<file path="src/hdl/lmmd_pkg.sv">
// Purpose: Shared constants for the low memory map decoder
// Assumes: 32-bit byte addresses, 32-bit register words
// Notes:   Offsets are byte addresses of the register window
package lmmd_pkg;

  // Register byte addresses
  localparam logic [31:0] LMMD_GLOBAL_CTL_ADDR = 32'h0180_0000;
  localparam logic [31:0] LMMD_RGN1_CTL_ADDR   = 32'h0180_0004;
  localparam logic [31:0] LMMD_RGN0_CTL_ADDR   = 32'h0180_0008;
  localparam logic [31:0] LMMD_RGN2_CTL_ADDR   = 32'h0180_0010;
  localparam logic [31:0] LMMD_RGN3_CTL_ADDR   = 32'h0180_0014;
  localparam logic [31:0] LMMD_SDRAM_CTL_ADDR  = 32'h0180_0018;
  localparam logic [31:0] LMMD_SDRAM_REF_ADDR  = 32'h0180_001c;

  // Global control fields
  localparam int          LMMD_MAP_BIT      = 0;
  localparam int          LMMD_STRAP_W      = 5;
  localparam int          LMMD_STRAP_MAP_BIT = 2;

  // Register reset values
  localparam logic [31:0] LMMD_GLOBAL_CTL_RST = 32'h0000_0000;
  localparam logic [31:0] LMMD_RGN_CTL_RST    = 32'h0000_0000;
  localparam logic [31:0] LMMD_SD_RST       = 32'h0000_0000;

  // Decode ranges, inclusive bounds
  localparam logic [31:0] LMMD_R0_LO = 32'h0000_0000;
  localparam logic [31:0] LMMD_R0_HI = 32'h0005_ffff;
  localparam logic [31:0] LMMD_R1_LO = 32'h0006_0000;
  localparam logic [31:0] LMMD_R1_HI = 32'h003f_ffff;
  localparam logic [31:0] LMMD_R2_LO = 32'h0040_0000;
  localparam logic [31:0] LMMD_R2_HI = 32'h00ff_ffff;
  localparam logic [31:0] LMMD_R3_LO = 32'h0100_0000;
  localparam logic [31:0] LMMD_R3_HI = 32'h013f_ffff;
  localparam logic [31:0] LMMD_R4_LO = 32'h0140_0000;
  localparam logic [31:0] LMMD_R4_HI = 32'h0145_ffff;
  localparam logic [31:0] LMMD_R5_LO = 32'h0146_0000;
  localparam logic [31:0] LMMD_R5_HI = 32'h017f_ffff;
  localparam logic [31:0] LMMD_R6_LO = 32'h0200_0000;
  localparam logic [31:0] LMMD_R6_HI = 32'h02ff_ffff;
  localparam logic [31:0] LMMD_R7_LO = 32'h0300_0000;
  localparam logic [31:0] LMMD_R7_HI = 32'h03ff_ffff;

  // Target encodings
  typedef enum logic [2:0] {
    LMMD_TGT_NONE,
    LMMD_TGT_RGN0,
    LMMD_TGT_RGN1,
    LMMD_TGT_RGN2,
    LMMD_TGT_RGN3,
    LMMD_TGT_PRAM
  } lmmd_target_e;

endpackage

</file>
<file path="src/hdl/lmmd_decoder.sv">
// Purpose: Low address space decoder with two-way memory map
// Assumes: Strap pins valid while reset is held
// Notes:   Decode outputs registered one cycle after the request
`timescale 1ns/1ps
`default_nettype none
module lmmd_decoder
  import lmmd_pkg::*;
(
  input  wire logic                    sys_clk,
  input  wire logic                    rst_n,
  // Boot strap pins
  input  wire logic [LMMD_STRAP_W-1:0] expansion_data_strap_pins,
  // Access request
  input  wire logic                    acc_valid,
  input  wire logic                    acc_write,
  input  wire logic [31:0]             acc_addr,
  // Register port
  input  wire logic [31:0]             reg_addr,
  input  wire logic [31:0]             reg_wdata,
  input  wire logic                    reg_wr,
  input  wire logic                    reg_rd,
  output logic [31:0]                  reg_rdata,
  // Decode results
  output logic                         chip_select_region_zero,
  output logic                         chip_select_region_one,
  output logic                         chip_select_region_two,
  output logic                         chip_select_region_three,
  output logic                         prog_ram_sel,
  output logic                         acc_write_en,
  output logic                         acc_reserved,
  output logic [31:0]                  region_ctl,
  output logic                         map_mode
);
  localparam int NREG = 6;

  logic               map_q;
  logic               map_d;
  logic               in_reset_q;
  logic [31:0]        gbl_q;
  logic [31:0]        gbl_d;
  logic [NREG-1:0]    wr_sel;
  logic [NREG-1:0]    rd_sel;
  logic [NREG*32-1:0] regs_flat;
  logic               gbl_wsel;
  logic               gbl_rsel;
  logic [7:0]         hit;
  lmmd_target_e       tgt;
  logic [31:0]        ctl_sel;
  logic               cs0_q;
  logic               cs1_q;
  logic               cs2_q;
  logic               cs3_q;
  logic               pram_q;
  logic               we_q;
  logic               rsv_q;
  logic [31:0]        ctl_q;
  logic [31:0]        rgn0_word;
  logic [31:0]        rgn1_word;
  logic [31:0]        rgn2_word;
  logic [31:0]        rgn3_word;

  // Range comparators, one per table row
  lmmd_range_match #(.LO(LMMD_R0_LO), .HI(LMMD_R0_HI)) u_r0 (.addr(acc_addr), .hit(hit[0]));
  lmmd_range_match #(.LO(LMMD_R1_LO), .HI(LMMD_R1_HI)) u_r1 (.addr(acc_addr), .hit(hit[1]));
  lmmd_range_match #(.LO(LMMD_R2_LO), .HI(LMMD_R2_HI)) u_r2 (.addr(acc_addr), .hit(hit[2]));
  lmmd_range_match #(.LO(LMMD_R3_LO), .HI(LMMD_R3_HI)) u_r3 (.addr(acc_addr), .hit(hit[3]));
  lmmd_range_match #(.LO(LMMD_R4_LO), .HI(LMMD_R4_HI)) u_r4 (.addr(acc_addr), .hit(hit[4]));
  lmmd_range_match #(.LO(LMMD_R5_LO), .HI(LMMD_R5_HI)) u_r5 (.addr(acc_addr), .hit(hit[5]));
  lmmd_range_match #(.LO(LMMD_R6_LO), .HI(LMMD_R6_HI)) u_r6 (.addr(acc_addr), .hit(hit[6]));
  lmmd_range_match #(.LO(LMMD_R7_LO), .HI(LMMD_R7_HI)) u_r7 (.addr(acc_addr), .hit(hit[7]));

  // Register address decode
  assign gbl_wsel  = reg_wr && (reg_addr == LMMD_GLOBAL_CTL_ADDR);
  assign gbl_rsel  = reg_addr == LMMD_GLOBAL_CTL_ADDR;
  assign wr_sel[0] = reg_addr == LMMD_RGN1_CTL_ADDR;
  assign wr_sel[1] = reg_addr == LMMD_RGN0_CTL_ADDR;
  assign wr_sel[2] = reg_addr == LMMD_RGN2_CTL_ADDR;
  assign wr_sel[3] = reg_addr == LMMD_RGN3_CTL_ADDR;
  assign wr_sel[4] = reg_addr == LMMD_SDRAM_CTL_ADDR;
  assign wr_sel[5] = reg_addr == LMMD_SDRAM_REF_ADDR;
  assign rd_sel    = wr_sel;

  lmmd_regfile #(.NREG(NREG)) u_regs (
    .sys_clk   (sys_clk),
    .rst_n     (rst_n),
    .wr_sel    (wr_sel),
    .rd_sel    (rd_sel),
    .wr_stb    (reg_wr),
    .rd_stb    (reg_rd),
    .wr_data   (reg_wdata),
    .extra_rd  (gbl_q),
    .extra_sel (gbl_rsel),
    .regs_flat (regs_flat),
    .rd_data   (reg_rdata)
  );

  assign rgn1_word = regs_flat[0*32 +: 32];
  assign rgn0_word = regs_flat[1*32 +: 32];
  assign rgn2_word = regs_flat[2*32 +: 32];
  assign rgn3_word = regs_flat[3*32 +: 32];

  // strap capture during reset
  // Map follows the strap while reset is held, sampled by the clock
  always_comb begin
    map_d = map_q;
    if (!rst_n) begin
      map_d = expansion_data_strap_pins[LMMD_STRAP_MAP_BIT];
    end else if (gbl_wsel) begin
      map_d = reg_wdata[LMMD_MAP_BIT];
    end
  end

  // Global control word with live map bit
  always_comb begin
    gbl_d = gbl_q;
    if (gbl_wsel) begin
      gbl_d = reg_wdata;
    end
    gbl_d[LMMD_MAP_BIT] = map_d;
  end

  always_ff @(posedge sys_clk) begin
    map_q <= map_d;
  end

  always_ff @(posedge sys_clk) begin
    if (!rst_n) begin
      gbl_q      <= LMMD_GLOBAL_CTL_RST;
      in_reset_q <= 1'b1;
    end else begin
      gbl_q      <= gbl_d;
      in_reset_q <= 1'b0;
    end
  end

  // Target selection by range and map
  always_comb begin
    tgt = LMMD_TGT_NONE;
    if (hit[0]) begin
      tgt = map_q ? LMMD_TGT_PRAM : LMMD_TGT_RGN0;
    end else if (hit[1]) begin
      tgt = map_q ? LMMD_TGT_NONE : LMMD_TGT_RGN0;
    end else if (hit[2]) begin
      tgt = LMMD_TGT_RGN0;
    end else if (hit[3]) begin
      tgt = map_q ? LMMD_TGT_RGN0 : LMMD_TGT_RGN1;
    end else if (hit[4]) begin
      tgt = map_q ? LMMD_TGT_RGN1 : LMMD_TGT_PRAM;
    end else if (hit[5]) begin
      tgt = map_q ? LMMD_TGT_RGN1 : LMMD_TGT_NONE;
    end else if (hit[6]) begin
      tgt = LMMD_TGT_RGN2;
    end else if (hit[7]) begin
      tgt = LMMD_TGT_RGN3;
    end
  end

  always_comb begin
    unique case (tgt)
      LMMD_TGT_RGN0: ctl_sel = rgn0_word;
      LMMD_TGT_RGN1: ctl_sel = rgn1_word;
      LMMD_TGT_RGN2: ctl_sel = rgn2_word;
      LMMD_TGT_RGN3: ctl_sel = rgn3_word;
      default:       ctl_sel = 32'h0000_0000;
    endcase
  end

  always_ff @(posedge sys_clk) begin
    if (!rst_n) begin
      cs0_q  <= 1'b0;
      cs1_q  <= 1'b0;
      cs2_q  <= 1'b0;
      cs3_q  <= 1'b0;
      pram_q <= 1'b0;
      we_q   <= 1'b0;
      rsv_q  <= 1'b0;
      ctl_q  <= 32'h0000_0000;
    end else begin
      cs0_q  <= acc_valid && (tgt == LMMD_TGT_RGN0);
      cs1_q  <= acc_valid && (tgt == LMMD_TGT_RGN1);
      cs2_q  <= acc_valid && (tgt == LMMD_TGT_RGN2);
      cs3_q  <= acc_valid && (tgt == LMMD_TGT_RGN3);
      pram_q <= acc_valid && (tgt == LMMD_TGT_PRAM);
      we_q   <= acc_valid && acc_write && (tgt != LMMD_TGT_NONE);
      rsv_q  <= acc_valid && (tgt == LMMD_TGT_NONE);
      ctl_q  <= acc_valid ? ctl_sel : 32'h0000_0000;
    end
  end

  // Outputs
  assign chip_select_region_zero  = cs0_q;
  assign chip_select_region_one   = cs1_q;
  assign chip_select_region_two   = cs2_q;
  assign chip_select_region_three = cs3_q;
  assign prog_ram_sel             = pram_q;
  assign acc_write_en             = we_q;
  assign acc_reserved             = rsv_q;
  assign region_ctl               = ctl_q;
  assign map_mode                 = map_q && !in_reset_q;
endmodule
`default_nettype wire

</file>
<file path="src/hdl/lmmd_range_match.sv">
// Purpose: Inclusive address range comparator
// Assumes: Bounds are constants
// Notes:   Purely combinational
`timescale 1ns/1ps
`default_nettype none
module lmmd_range_match #(
  parameter logic [31:0] LO = 32'h0000_0000,
  parameter logic [31:0] HI = 32'h0000_0000
) (
  input  wire logic [31:0] addr,
  output logic             hit
);
  // Compare against both bounds
  assign hit = (addr >= LO) && (addr <= HI);
endmodule
`default_nettype wire

</file>
<file path="src/hdl/lmmd_regfile.sv">
// Purpose: Register words of the external memory interface control
// Assumes: Single-cycle strobes from the register port
// Notes:   Read data registered, one cycle after the read strobe
`timescale 1ns/1ps
`default_nettype none
module lmmd_regfile
  import lmmd_pkg::*;
#(
  parameter int NREG = 6
) (
  input  wire logic               sys_clk,
  input  wire logic               rst_n,
  input  wire logic [NREG-1:0]    wr_sel,
  input  wire logic [NREG-1:0]    rd_sel,
  input  wire logic               wr_stb,
  input  wire logic               rd_stb,
  input  wire logic [31:0]        wr_data,
  input  wire logic [31:0]        extra_rd,
  input  wire logic               extra_sel,
  output logic [NREG*32-1:0]      regs_flat,
  output logic [31:0]             rd_data
);
  logic [31:0] rd_d;

  // One word per register
  genvar g;
  generate
    for (g = 0; g < NREG; g++) begin : g_reg
      logic [31:0] reg_q;
      always_ff @(posedge sys_clk) begin
        if (!rst_n) begin
          reg_q <= (g == NREG-1) ? LMMD_SD_RST : LMMD_RGN_CTL_RST;
        end else if (wr_stb && wr_sel[g]) begin
          reg_q <= wr_data;
        end
      end
      assign regs_flat[g*32 +: 32] = reg_q;
    end
  endgenerate

  // Read mux, unmapped reads zero
  always_comb begin
    rd_d = extra_sel ? extra_rd : 32'h0000_0000;
    for (int i = 0; i < NREG; i++) begin
      if (rd_sel[i]) begin
        rd_d = regs_flat[i*32 +: 32];
      end
    end
  end

  // Registered read data
  always_ff @(posedge sys_clk) begin
    if (!rst_n) begin
      rd_data <= 32'h0000_0000;
    end else if (rd_stb) begin
      rd_data <= rd_d;
    end else begin
      rd_data <= 32'h0000_0000;
    end
  end
endmodule
`default_nettype wire

</file>
<file path="config.mk">
export PLATFORM = sky130hd
export DESIGN_NAME = lmmd_decoder
export DESIGN_NICKNAME = d
export VERILOG_FILES = /design/src/hdl/lmmd_pkg.sv /design/src/hdl/lmmd_decoder.sv /design/src/hdl/lmmd_range_match.sv /design/src/hdl/lmmd_regfile.sv
export SDC_FILE = /design/constraint.sdc
export NUM_CORES = 1
export LEC_CHECK = 0
export BUFFER_PORTS_ARGS = -buffer_cell sky130_fd_sc_hd__buf_2
export CAP_MARGIN = 20
export CORE_UTILIZATION = 52
export CTS_CLUSTER_SIZE = 16
export DETAILED_ROUTE_END_ITERATION = 16
export PLACE_DENSITY = 0.81
export SKIP_LAST_GASP = 1
export SLEW_MARGIN = 25
export SYNTH_ARGS = -nofsm -noshare
export SYNTH_HDL_FRONTEND = slang
export SYNTH_HIERARCHICAL = 1
export SYNTH_SLANG_ARGS = --single-unit
export TNS_END_PERCENT = 10
</file>
<file path="constraint.sdc">
create_clock -name sys_clk -period 2.5 [get_ports sys_clk]
set_clock_uncertainty 0.1 [all_clocks]
set_input_delay 0.125 -clock sys_clk [delete_from_list [all_inputs] [get_ports sys_clk]]
set_output_delay 0.125 -clock sys_clk [all_outputs]
set_load 0.02 [all_outputs]
</file>
==> summary.txt, run 1 <==
Route
  • Final wirelength: about 45 mm
  • Vias post-DR: approximately 14k
  • Wire per inst: about 21 um
  • Drt via density: between 6 and 7
  • DRC: 0
  • ANT nets after route: 0
  • DRT Pass-1 Iters: 6
  • Initial drt markers: roughly 1.5k

STA
  • Max Slew Vio Count: 0
  • Number of hold violations in the final report: 0
  • Worst-Margin Slew: between 0.7 and 0.8 ns
  • FMAX: around 460 MHz
  • Tmin final: 2.20 ns
  • Final setup fails: 0
  • Slew margin rel.: 0.509
  • Unrepaired setup endpoints after global routing: no
  • Tcrit/Tclk final: 0.878

Job
  • Max-Cap Viols: 0

Pwr
  • Tot Pwr: a little under 10 mW
  • Internal cell power: around 7.6 mW
  • Clock power share: 0.453
  • Sw Share: 0.227
  • Logic pwr share: 0.062
  • Leakage: 5.59 nW
  • Seq pwr share: 0.485
  • Peak supply drop: approximately 0.0011 V
  • Pwr/cell area: approximately 600 nW/um^2
  • Sw Pwr: ~2.2 mW

Layout
  • Fin cells: approximately 2.1k
  • P&R area growth vs syn: 20.4%
  • # diodes: 0
  • Layout fillers: just over 2k
  • Final #Nets: approximately 1.9k
  • Share of layout cells above drive strength 1: 0.192

Clock network
  • Clk buf depth: 3
  • Hold-fix buffers at CTS: 38
  • CTS sink cnt: slightly below 300
  • Clock transition at path regs: roughly 0.07 ns
  • CTS tree: yes
  • Skew-Pair Late Insertion Delay: approximately 0.56 ns
  • Post-cts resize count: 0
  • Num CTS Buffers: 29
  • Htree depth: 1
  • CTS root buffer: clkbuf_16
  • Post-CTS setup buffers: 0

Die
  • FP Rows: slightly below 60
  • Die area: about 27000 sq um
  • Die Ht: 164 um
  • Core Box Area: about 25000 sq um
  • Die X: approximately 160 um
  • Ports: roughly 180
  • Starting density of the core: 0.536

Synth
  • Total nets after synthesis: 1725
  • Post-synthesis async set-or-reset flop share: 0
  • Unique masters post-synth: 52
  • Main synth FF type: dfxtp_1
  • Mapped Area: 13600 sq um
  • Synth Area per Inst: 8.43 sq um
  • Synth Instances: ~1.6k
  • Ys Warns: 6
  • Seq/Total Area, Yosys: 0.436
  • Number of synthesized flops with an enable pin: 0
  • Flop and latch count out of synthesis: slightly below 300

GRT
  • Largest net degree at the start of global routing: just over 80
  • Antenna violations before repair: 0
  • Global-route wire length before repair: roughly 70 mm
  • Met3 GRT Util: 0.0636
  • Met2 Track Usage GR: 0.534
  • Gr ovfl total: 0
  • Gr busiest metal: met2
  • Met1 Track Usage GR: 0.424
  • Vias in the first global route: roughly 13k
  • Global Route Usage Sum: 0.329

Critical path
  • Critical path arrival: between 2 and 3 ns
  • CP Max Fanout: 31
  • CP Capture Type: flop
  • Worst setup SP type: primary input
  • CP Class: primary input to flop
  • Critical Path RT: roughly 2.8 ns

Place
  • Post-DP HPWL: around 28 mm
  • Cells after DPL: between 2k and 2.5k
  • Routability cong.: just under 0.9
  • I/O Buffers: ~160

Status
  • Status: finished, final reports clean

Min path
  • Hold WC Path Type: primary input to flop
per-layer routing:
layer  vias up  wire (um)
met3       144       5240
met1      6429      17300
li1       6054          -
met2       926      20600
met4         0       1690
met5         -          0
sequential cells by signal, summed over array words and instances, names as in the netlist:
signal                    flops
acc_reserved                  1
acc_write_en                  1
chip_select_region_one        1
chip_select_region_three      1
chip_select_region_two        1
chip_select_region_zero       1
gbl_q                        32
in_reset_q                    1
map_q                         1
prog_ram_sel                  1
region_ctl                   32
u_regs/g.reg_q              192
u_regs/rd_data               32
layout make-up:
| type | count | area (sq um) | share of cell area |
|---|---|---|---|
| repair buffers | 287 | 2130 | 0.130 |
| flip-flops and latches | 297 | 5950 | 0.362 |
| clock buffers | 43 | 858 | 0.0523 |
| inverters | 35 | 131 | 0.00800 |
| clock inverters | 10 | 111 | 0.00678 |
| multi-input cells | 1137 | 6830 | 0.416 |
| well taps | 330 | 413 | 0.0251 |
worst max-delay path: stages:
cell	delay [ns]
buf_2	0.12
a2111oi_2	0.37
and4b_1	0.27
or4b_1	0.50
o21ai_1	0.10
a22o_1	0.28
nor2_2	0.10
buf_12	0.20
a221oi_1	0.39
nor3_2	0.07
power groups by stage:
stage	clock, mW	sequential (mW)	combinational (mW)
4_1_cts	4.46	4.75	0.599
5_1_grt	4.65	4.75	0.647
3_5_place_dp	0	4.86	0.551
3_3_place_gp	0	4.86	0.533
2_1_floorplan	0	4.86	0.285
6_report	4.44	4.75	0.611
cell usage after synthesis (all sizes together) (2+ instances only):
| cell type | instances | area share |
|---|---|---|
| nand2 | 490 | 0.14 |
| dfxtp | 297 | 0.44 |
| a21boi | 192 | 0.11 |
| a221oi | 93 | 0.060 |
| clkbuf | 78 | 0.023 |
| buf | 71 | 0.035 |
| a21oi | 68 | 0.025 |
| nor3 | 36 | 0.024 |
| inv | 35 | 0.0096 |
| nand3b | 35 | 0.019 |
| nand2b | 33 | 0.015 |
| a221o | 32 | 0.023 |
| o2111ai | 32 | 0.021 |
| o211ai | 32 | 0.018 |
| nor4 | 18 | 0.0096 |
| nor2 | 14 | 0.0040 |
| and2 | 10 | 0.0046 |
| and3 | 5 | 0.0023 |
| nor2b | 5 | 0.0023 |
| a211oi | 4 | 0.0022 |
| and4b | 4 | 0.0029 |
| and3b | 3 | 0.0019 |
| and4 | 3 | 0.0019 |
| nor4b | 3 | 0.0019 |
| or3 | 3 | 0.0014 |
| a2111oi | 2 | 0.0022 |
| mux2i | 2 | 0.0015 |
| nand3 | 2 | 0.00073 |
| o21ai | 2 | 0.0010 |
| o21bai | 2 | 0.0011 |
cells in the final DEF, fill, tap and decap left out, drive strengths merged, types with 10 or more instances in the layout:
cell type,n
a21boi,192
o2111ai,32
and2,10
dfxtp,297
dlygate4sd3,38
nand3b,35
nor3,36
a21oi,68
nand2,490
clkbuf,43
buf,249
nor2,14
a221oi,93
nor4,18
nand2b,33
o211ai,32
a221o,32
inv,36
cells by family after synthesis:
group	count (synthesis)	share of synthesized area
DFF	297	0.436
buffers and inverters	184	0.0672
AOI/OAI and AO/OA	467	0.265
and+or+nand+nor	668	0.230
muxes	2	0.00147
final timing paths:
| check | start | slack [ns] | to | cells past startpoint |
|---|---|---|---|---|
| worst min-delay path | reg_wr | 0.16 | u_regs/g_reg[0].reg_q[23]$_SDFFE_PN0P_ | 4 |
| worst max register to register | map_q$_DFF_P_ | 0.49 | region_ctl[7]$_SDFF_PN0_ | 8 |
| worst min register to register | u_regs/g_reg[4].reg_q[3]$_SDFFE_PN0P_ | 0.35 | u_regs/g_reg[4].reg_q[3]$_SDFFE_PN0P_ | 2 |
| worst max-delay path | acc_addr[17] | 0.30 | region_ctl[7]$_SDFF_PN0_ | 10 |
stage by stage:
stage	hold slack [ns]	utilization	setup slack [ns]	setup TNS [ns]	instance area [sq um]
final	0.163	0.645	0.304	0	16400
after global routing	0.187	0.645	0.176	0	16400
after CTS	0.129	0.645	0.342	0	16400
after detailed placement	0.272	0.592	-0.224	-5.57	15100
after global placement	0.269	0.592	-0.149	-4.11	15100
after floorplan	0.115	-	0.0657	0	13600
Power figures use the tool's default switching activity.
==> run 2, diff against run 1 <==
- CORE_UTILIZATION: 52 -> 40
- PLACE_DENSITY: 0.81 -> 0.66
==> summary.txt, run 2 (synthesized netlist as in run 1, its figures left out) <==
Place
  • Post-DP HPWL: approximately 29 mm
  • Post-placement setup slack: -0.179 ns
  • Cells after DPL: 2161
  • Post-DP Area: 15200 sq um
  • I/O Buffers: roughly 160
  • Routability cong.: 0.885

STA
  • Slew margin rel.: 0.503
  • Setup tns final: 0 ns
  • Worst-Margin Slew: about 0.74 ns
  • Tmin final: between 2 and 2.5 ns
  • Final setup margin: around 0.3 ns
  • Fin Hold WS: slightly above 0.08 ns
  • Tcrit/Tclk final: 0.880
  • Unrepaired setup endpoints after global routing: no
  • Number of hold violations in the final report: 0
  • Final setup fails: 0
  • Max Slew Vio Count: 0
  • FMAX: approximately 450 MHz

Pwr
  • Sw Pwr: ~2.3 mW
  • Seq pwr share: 0.460
  • Sw Share: 0.221
  • Clock power share: 0.481
  • Logic pwr share: 0.059
  • Leakage: between 5 and 6 nW
  • Peak supply drop: slightly below 0.0005 V
  • Pwr/cell area: roughly 620 nW/um^2
  • Internal cell power: approximately 8.0 mW

Critical path
  • Reg2Reg Depth: 8
  • Critical Path RT: between 2 and 3 ns
  • Worst setup SP type: primary input
  • Reg2Reg Setup Slack: 0.55 ns
  • Critical path arrival: between 2 and 3 ns
  • CP Max Fanout: 3
  • CP Capture Type: flop
  • CP Class: primary input to flop

Route
  • Wire per inst: between 20 and 25 um
  • Initial drt markers: approximately 1.3k
  • DRC: 0
  • Final wirelength: roughly 46 mm
  • Drt via density: a little under 6
  • Vias post-DR: ~13k
  • ANT nets after route: 0
  • DRT Pass-1 Iters: 6

Clock network
  • CTS root buffer: clkbuf_16
  • CTS tree: yes
  • Post-cts resize count: 0
  • Num CTS Buffers: 30
  • Clock transition at path regs: around 0.060 ns
  • Htree depth: 1
  • Clk buf depth: 3
  • CTS sink cnt: ~300
  • Skew-Pair Late Insertion Delay: between 0.5 and 0.6 ns

Layout
  • Largest register FFs: between 150 and 200
  • Share of layout cells above drive strength 1: 0.191
  • Layout fillers: ~3.1k
  • Fin cells: about 2.3k
  • Top reg by flops: u_regs/g.reg_q
  • P&R area growth vs syn: 22.3%
  • Final instance area: around 17000 sq um
  • Most frequent cells in the layout: nand2_1 (485), dfxtp_1 (297), a21boi_1 (192)
  • Final #Nets: between 1.5k and 2k
  • Most common cell after layout, fill and taps aside: nand2_1

GRT
  • Global Route Usage Sum: 0.254
  • Gr ovfl total: 0
  • Vias in the first global route: 12.6k
  • Antenna violations before repair: 2
  • Largest net degree at the start of global routing: a little under 200
  • Global-route wire length before repair: 71.1 mm

Die
  • Core Box Area: 33500 sq um
  • FP Rows: 67
  • Die Ht: approximately 190 um
  • Die X: roughly 190 um
  • Ports: roughly 180
  • Starting density of the core: 0.407
  • Die area: between 30000 and 40000 sq um

Min path
  • Hold WC Path Type: primary input to flop
  • Worst hold path depth: 4

Status
  • Status: finished, final reports clean

Job
  • Max-Cap Viols: 0
run 2: metrics by stage:
stage | util | power, mW
after global placement | 0.454 | 5.41
after CTS | 0.498 | 10.4
after global routing | 0.498 | 10.6
after detailed placement | 0.454 | 5.41
final | 0.498 | 10.3
after floorplan | - | 5.15
run 2: worst paths after layout:
kind	from	endpoint
hold / removal	rst_n	acc_reserved$_SDFF_PN0_
hold reg to reg	u_regs/g_reg[5].reg_q[8]$_SDFFE_PN0P_	u_regs/g_reg[5].reg_q[8]$_SDFFE_PN0P_
setup reg to reg	map_q$_DFF_P_	region_ctl[26]$_SDFF_PN0_
setup / recovery	reg_addr[17]	map_q$_DFF_P_
run 2: power groups by stage:
stage | Clock (mW) | Sequential, mW | Combinational (mW)
after floorplan | 0 | 4.86 | 0.285
after global placement | 0 | 4.86 | 0.547
after detailed placement | 0 | 4.86 | 0.557
after CTS | 5.02 | 4.75 | 0.605
after global routing | 5.22 | 4.75 | 0.651
final | 4.97 | 4.75 | 0.610
run 2: metal layers:
metal	vias up	global-route usage	share of wire
li1	6034	-	-
met1	6296	0.342	0.43
met2	692	0.406	0.45
met3	96	0.0463	0.086
met4	4	0.0880	0.028
met5	-	0	0.00057
run 2: what timing repair did:
action | CTS | global route
hold buffers | 37 | 0
hold endpoints to repair | 232 | 0
setup buffers | 0 | 0
run 2: critical path, stage by stage:
cell,delay [ns]
buf_2,0.10
nor4b_1,0.30
nand4_1,0.18
nor3_1,0.31
and3_1,0.38
mux2i_1,0.46
a21oi_1,0.12
dlygate4sd3_1,0.56
run 2: area by class of cell:
cell class / instances / area [sq um] / share of cell area
multi-input combinational: 1137 / 6840 / 0.409
sequential: 297 / 5950 / 0.356
timing repair buffer: 281 / 2120 / 0.127
clock buffer: 43 / 871 / 0.0522
tap: 448 / 561 / 0.0336
clock inverter: 13 / 221 / 0.0133
inverter: 35 / 131 / 0.00787
antenna: 1 / 2.50 / 0.000150
==> run 3, diff against run 2 <==
- CORE_ASPECT_RATIO: not set -> 1.4
==> summary.txt, run 3 (synthesized netlist as in run 1, its figures left out) <==
Pwr
  • Leakage: 5.69 nW
  • Pwr/cell area: between 500 and 600 nW/um^2
  • Peak supply drop: around 0.00042 V
  • Tot Pwr: 9.97 mW

Route
  • Wire per inst: between 20 and 25 um
  • DRC: 0
  • Drt via density: about 6
  • Initial drt markers: between 1k and 1.5k
  • ANT nets after route: 0
  • Final wirelength: around 47 mm
  • Vias post-DR: about 13k
  • DRT Pass-1 Iters: 6

Layout
  • Most frequent cells in the layout: nand2_1 (485), dfxtp_1 (297), a21boi_1 (192)
  • # diodes: 0
  • Most common cell after layout, fill and taps aside: nand2_1
  • P&R area growth vs syn: 22.9%
  • Layout fillers: between 3k and 4k
  • Top reg by flops: u_regs/g.reg_q
  • Final #Nets: 1904
  • Share of layout cells above drive strength 1: 0.196
  • Fin cells: roughly 2.3k
  • Final instance area: 16800 sq um
  • Largest register FFs: 192

Clock network
  • Num CTS Buffers: 30
  • Clk buf depth: 3
  • Skew-Pair Late Insertion Delay: just under 0.6 ns
  • Post-CTS setup buffers: 0
  • Clock transition at path regs: about 0.06 ns
  • CTS tree: yes
  • Htree depth: 1
  • CTS root buffer: clkbuf_16
  • Post-cts resize count: 0
  • Hold-fix buffers at CTS: 37
  • CTS sink cnt: between 200 and 300

GRT
  • Largest net degree at the start of global routing: 98
  • Vias in the first global route: ~13k
  • Global-route wire length before repair: a little over 70 mm
  • Antenna violations before repair: 0
  • Global Route Usage Sum: 0.269
  • Gr ovfl total: 0

Place
  • I/O Buffers: 157
  • Cells after DPL: around 2.2k
  • Post-DP HPWL: ~31 mm
  • Routability cong.: about 0.86
  • Post-DP Area: roughly 15000 sq um

Job
  • Max-Cap Viols: 0

STA
  • Number of hold violations in the final report: 0
  • Unrepaired setup endpoints after global routing: no
  • Tcrit/Tclk final: 0.841
  • Final setup fails: 0
  • Worst-Margin Slew: between 0.5 and 0.6 ns
  • Fin Hold WS: approximately 0.18 ns
  • Tmin final: between 2 and 2.5 ns
  • Max Slew Vio Count: 0
  • FMAX: around 480 MHz
  • Slew margin rel.: 0.605

Critical path
  • Critical path arrival: ~2.5 ns
  • CP Max Fanout: 16
  • Critical Path RT: 2.86 ns
  • CP Capture Type: flop
  • Worst setup SP type: primary input
  • CP Class: primary input to flop

Die
  • Die area: between 30000 and 40000 sq um
  • Ports: ~180
  • Starting density of the core: 0.408
  • FP Rows: 79
  • Die X: approximately 160 um
  • Core Box Area: 33400 sq um
  • Die Ht: 221 um

Min path
  • Hold WC Path Type: primary input to flop

Status
  • Status: finished, final reports clean
## run 3: changes by cell type in the layout (fill, tap and decap cells not counted)
cell / delta
diode_2: -1
bufinv_16: -4
clkinvlp_4: -1
clkbuf_8: +2
clkinv_4: +2
clkinv_2: -1
buf_4: +10
inv_6: -1
buf_12: +5
## run 3: worst paths after layout
path / endpoint / cells after the start / slack (ns) / from
min: u_regs/rd_data[10]$_SDFF_PN0_ / 5 / 0.18 / reg_rd
min reg2reg: u_regs/g_reg[4].reg_q[25]$_SDFFE_PN0P_ / 2 / 0.35 / u_regs/g_reg[4].reg_q[25]$_SDFFE_PN0P_
max reg2reg: region_ctl[22]$_SDFF_PN0_ / 8 / 0.60 / map_q$_DFF_P_
max: region_ctl[31]$_SDFF_PN0_ / 10 / 0.40 / acc_addr[17]
## run 3: area by class of cell
cell class / count / area (sq um) / area share
Timing Repair Buffer: 296 / 2300 / 0.137
Multi-Input combinational cell: 1137 / 6840 / 0.408
Inverter: 35 / 131 / 0.00784
Clock inverter: 8 / 97.6 / 0.00582
Sequential cell: 297 / 5950 / 0.355
Tap cell: 445 / 557 / 0.0332
Clock buffer: 45 / 898 / 0.0536
## run 3: where the power goes
part           switching, mW  leakage [nW]  internal (mW)
Clock                   1.93         0.493           2.67
Combinational          0.358          2.80          0.263
Sequential           0.00757          2.39           4.74
Total                   2.29          5.69           7.68
## run 3: metal layers
metal	vias to the layer above	track usage	part of all wire
met4	0	0.166	0.058
li1	6079	-	-
met3	192	0.0347	0.069
met5	-	0	0
met1	6375	0.314	0.38
met2	614	0.465	0.50
## run 3: metrics by stage
stage,setup TNS [ns],util,setup WS (ns)
3_3_place_gp,-3.17,0.461,-0.117
6_report,0,0.502,0.399
3_5_place_dp,-5.10,0.461,-0.199
4_1_cts,0,0.502,0.381
5_1_grt,0,0.502,0.237
2_1_floorplan,0,-,0.0657
## run 3: worst max-delay path, cell delays in order
cell and delay [ns]:
buf_2 0.12, a2111oi_2 0.37, and4b_1 0.26, or3_1 0.48
nor2_1 0.13, a22o_1 0.25, nor2_2 0.12, buf_12 0.17
a221oi_1 0.35, nor3_2 0.07
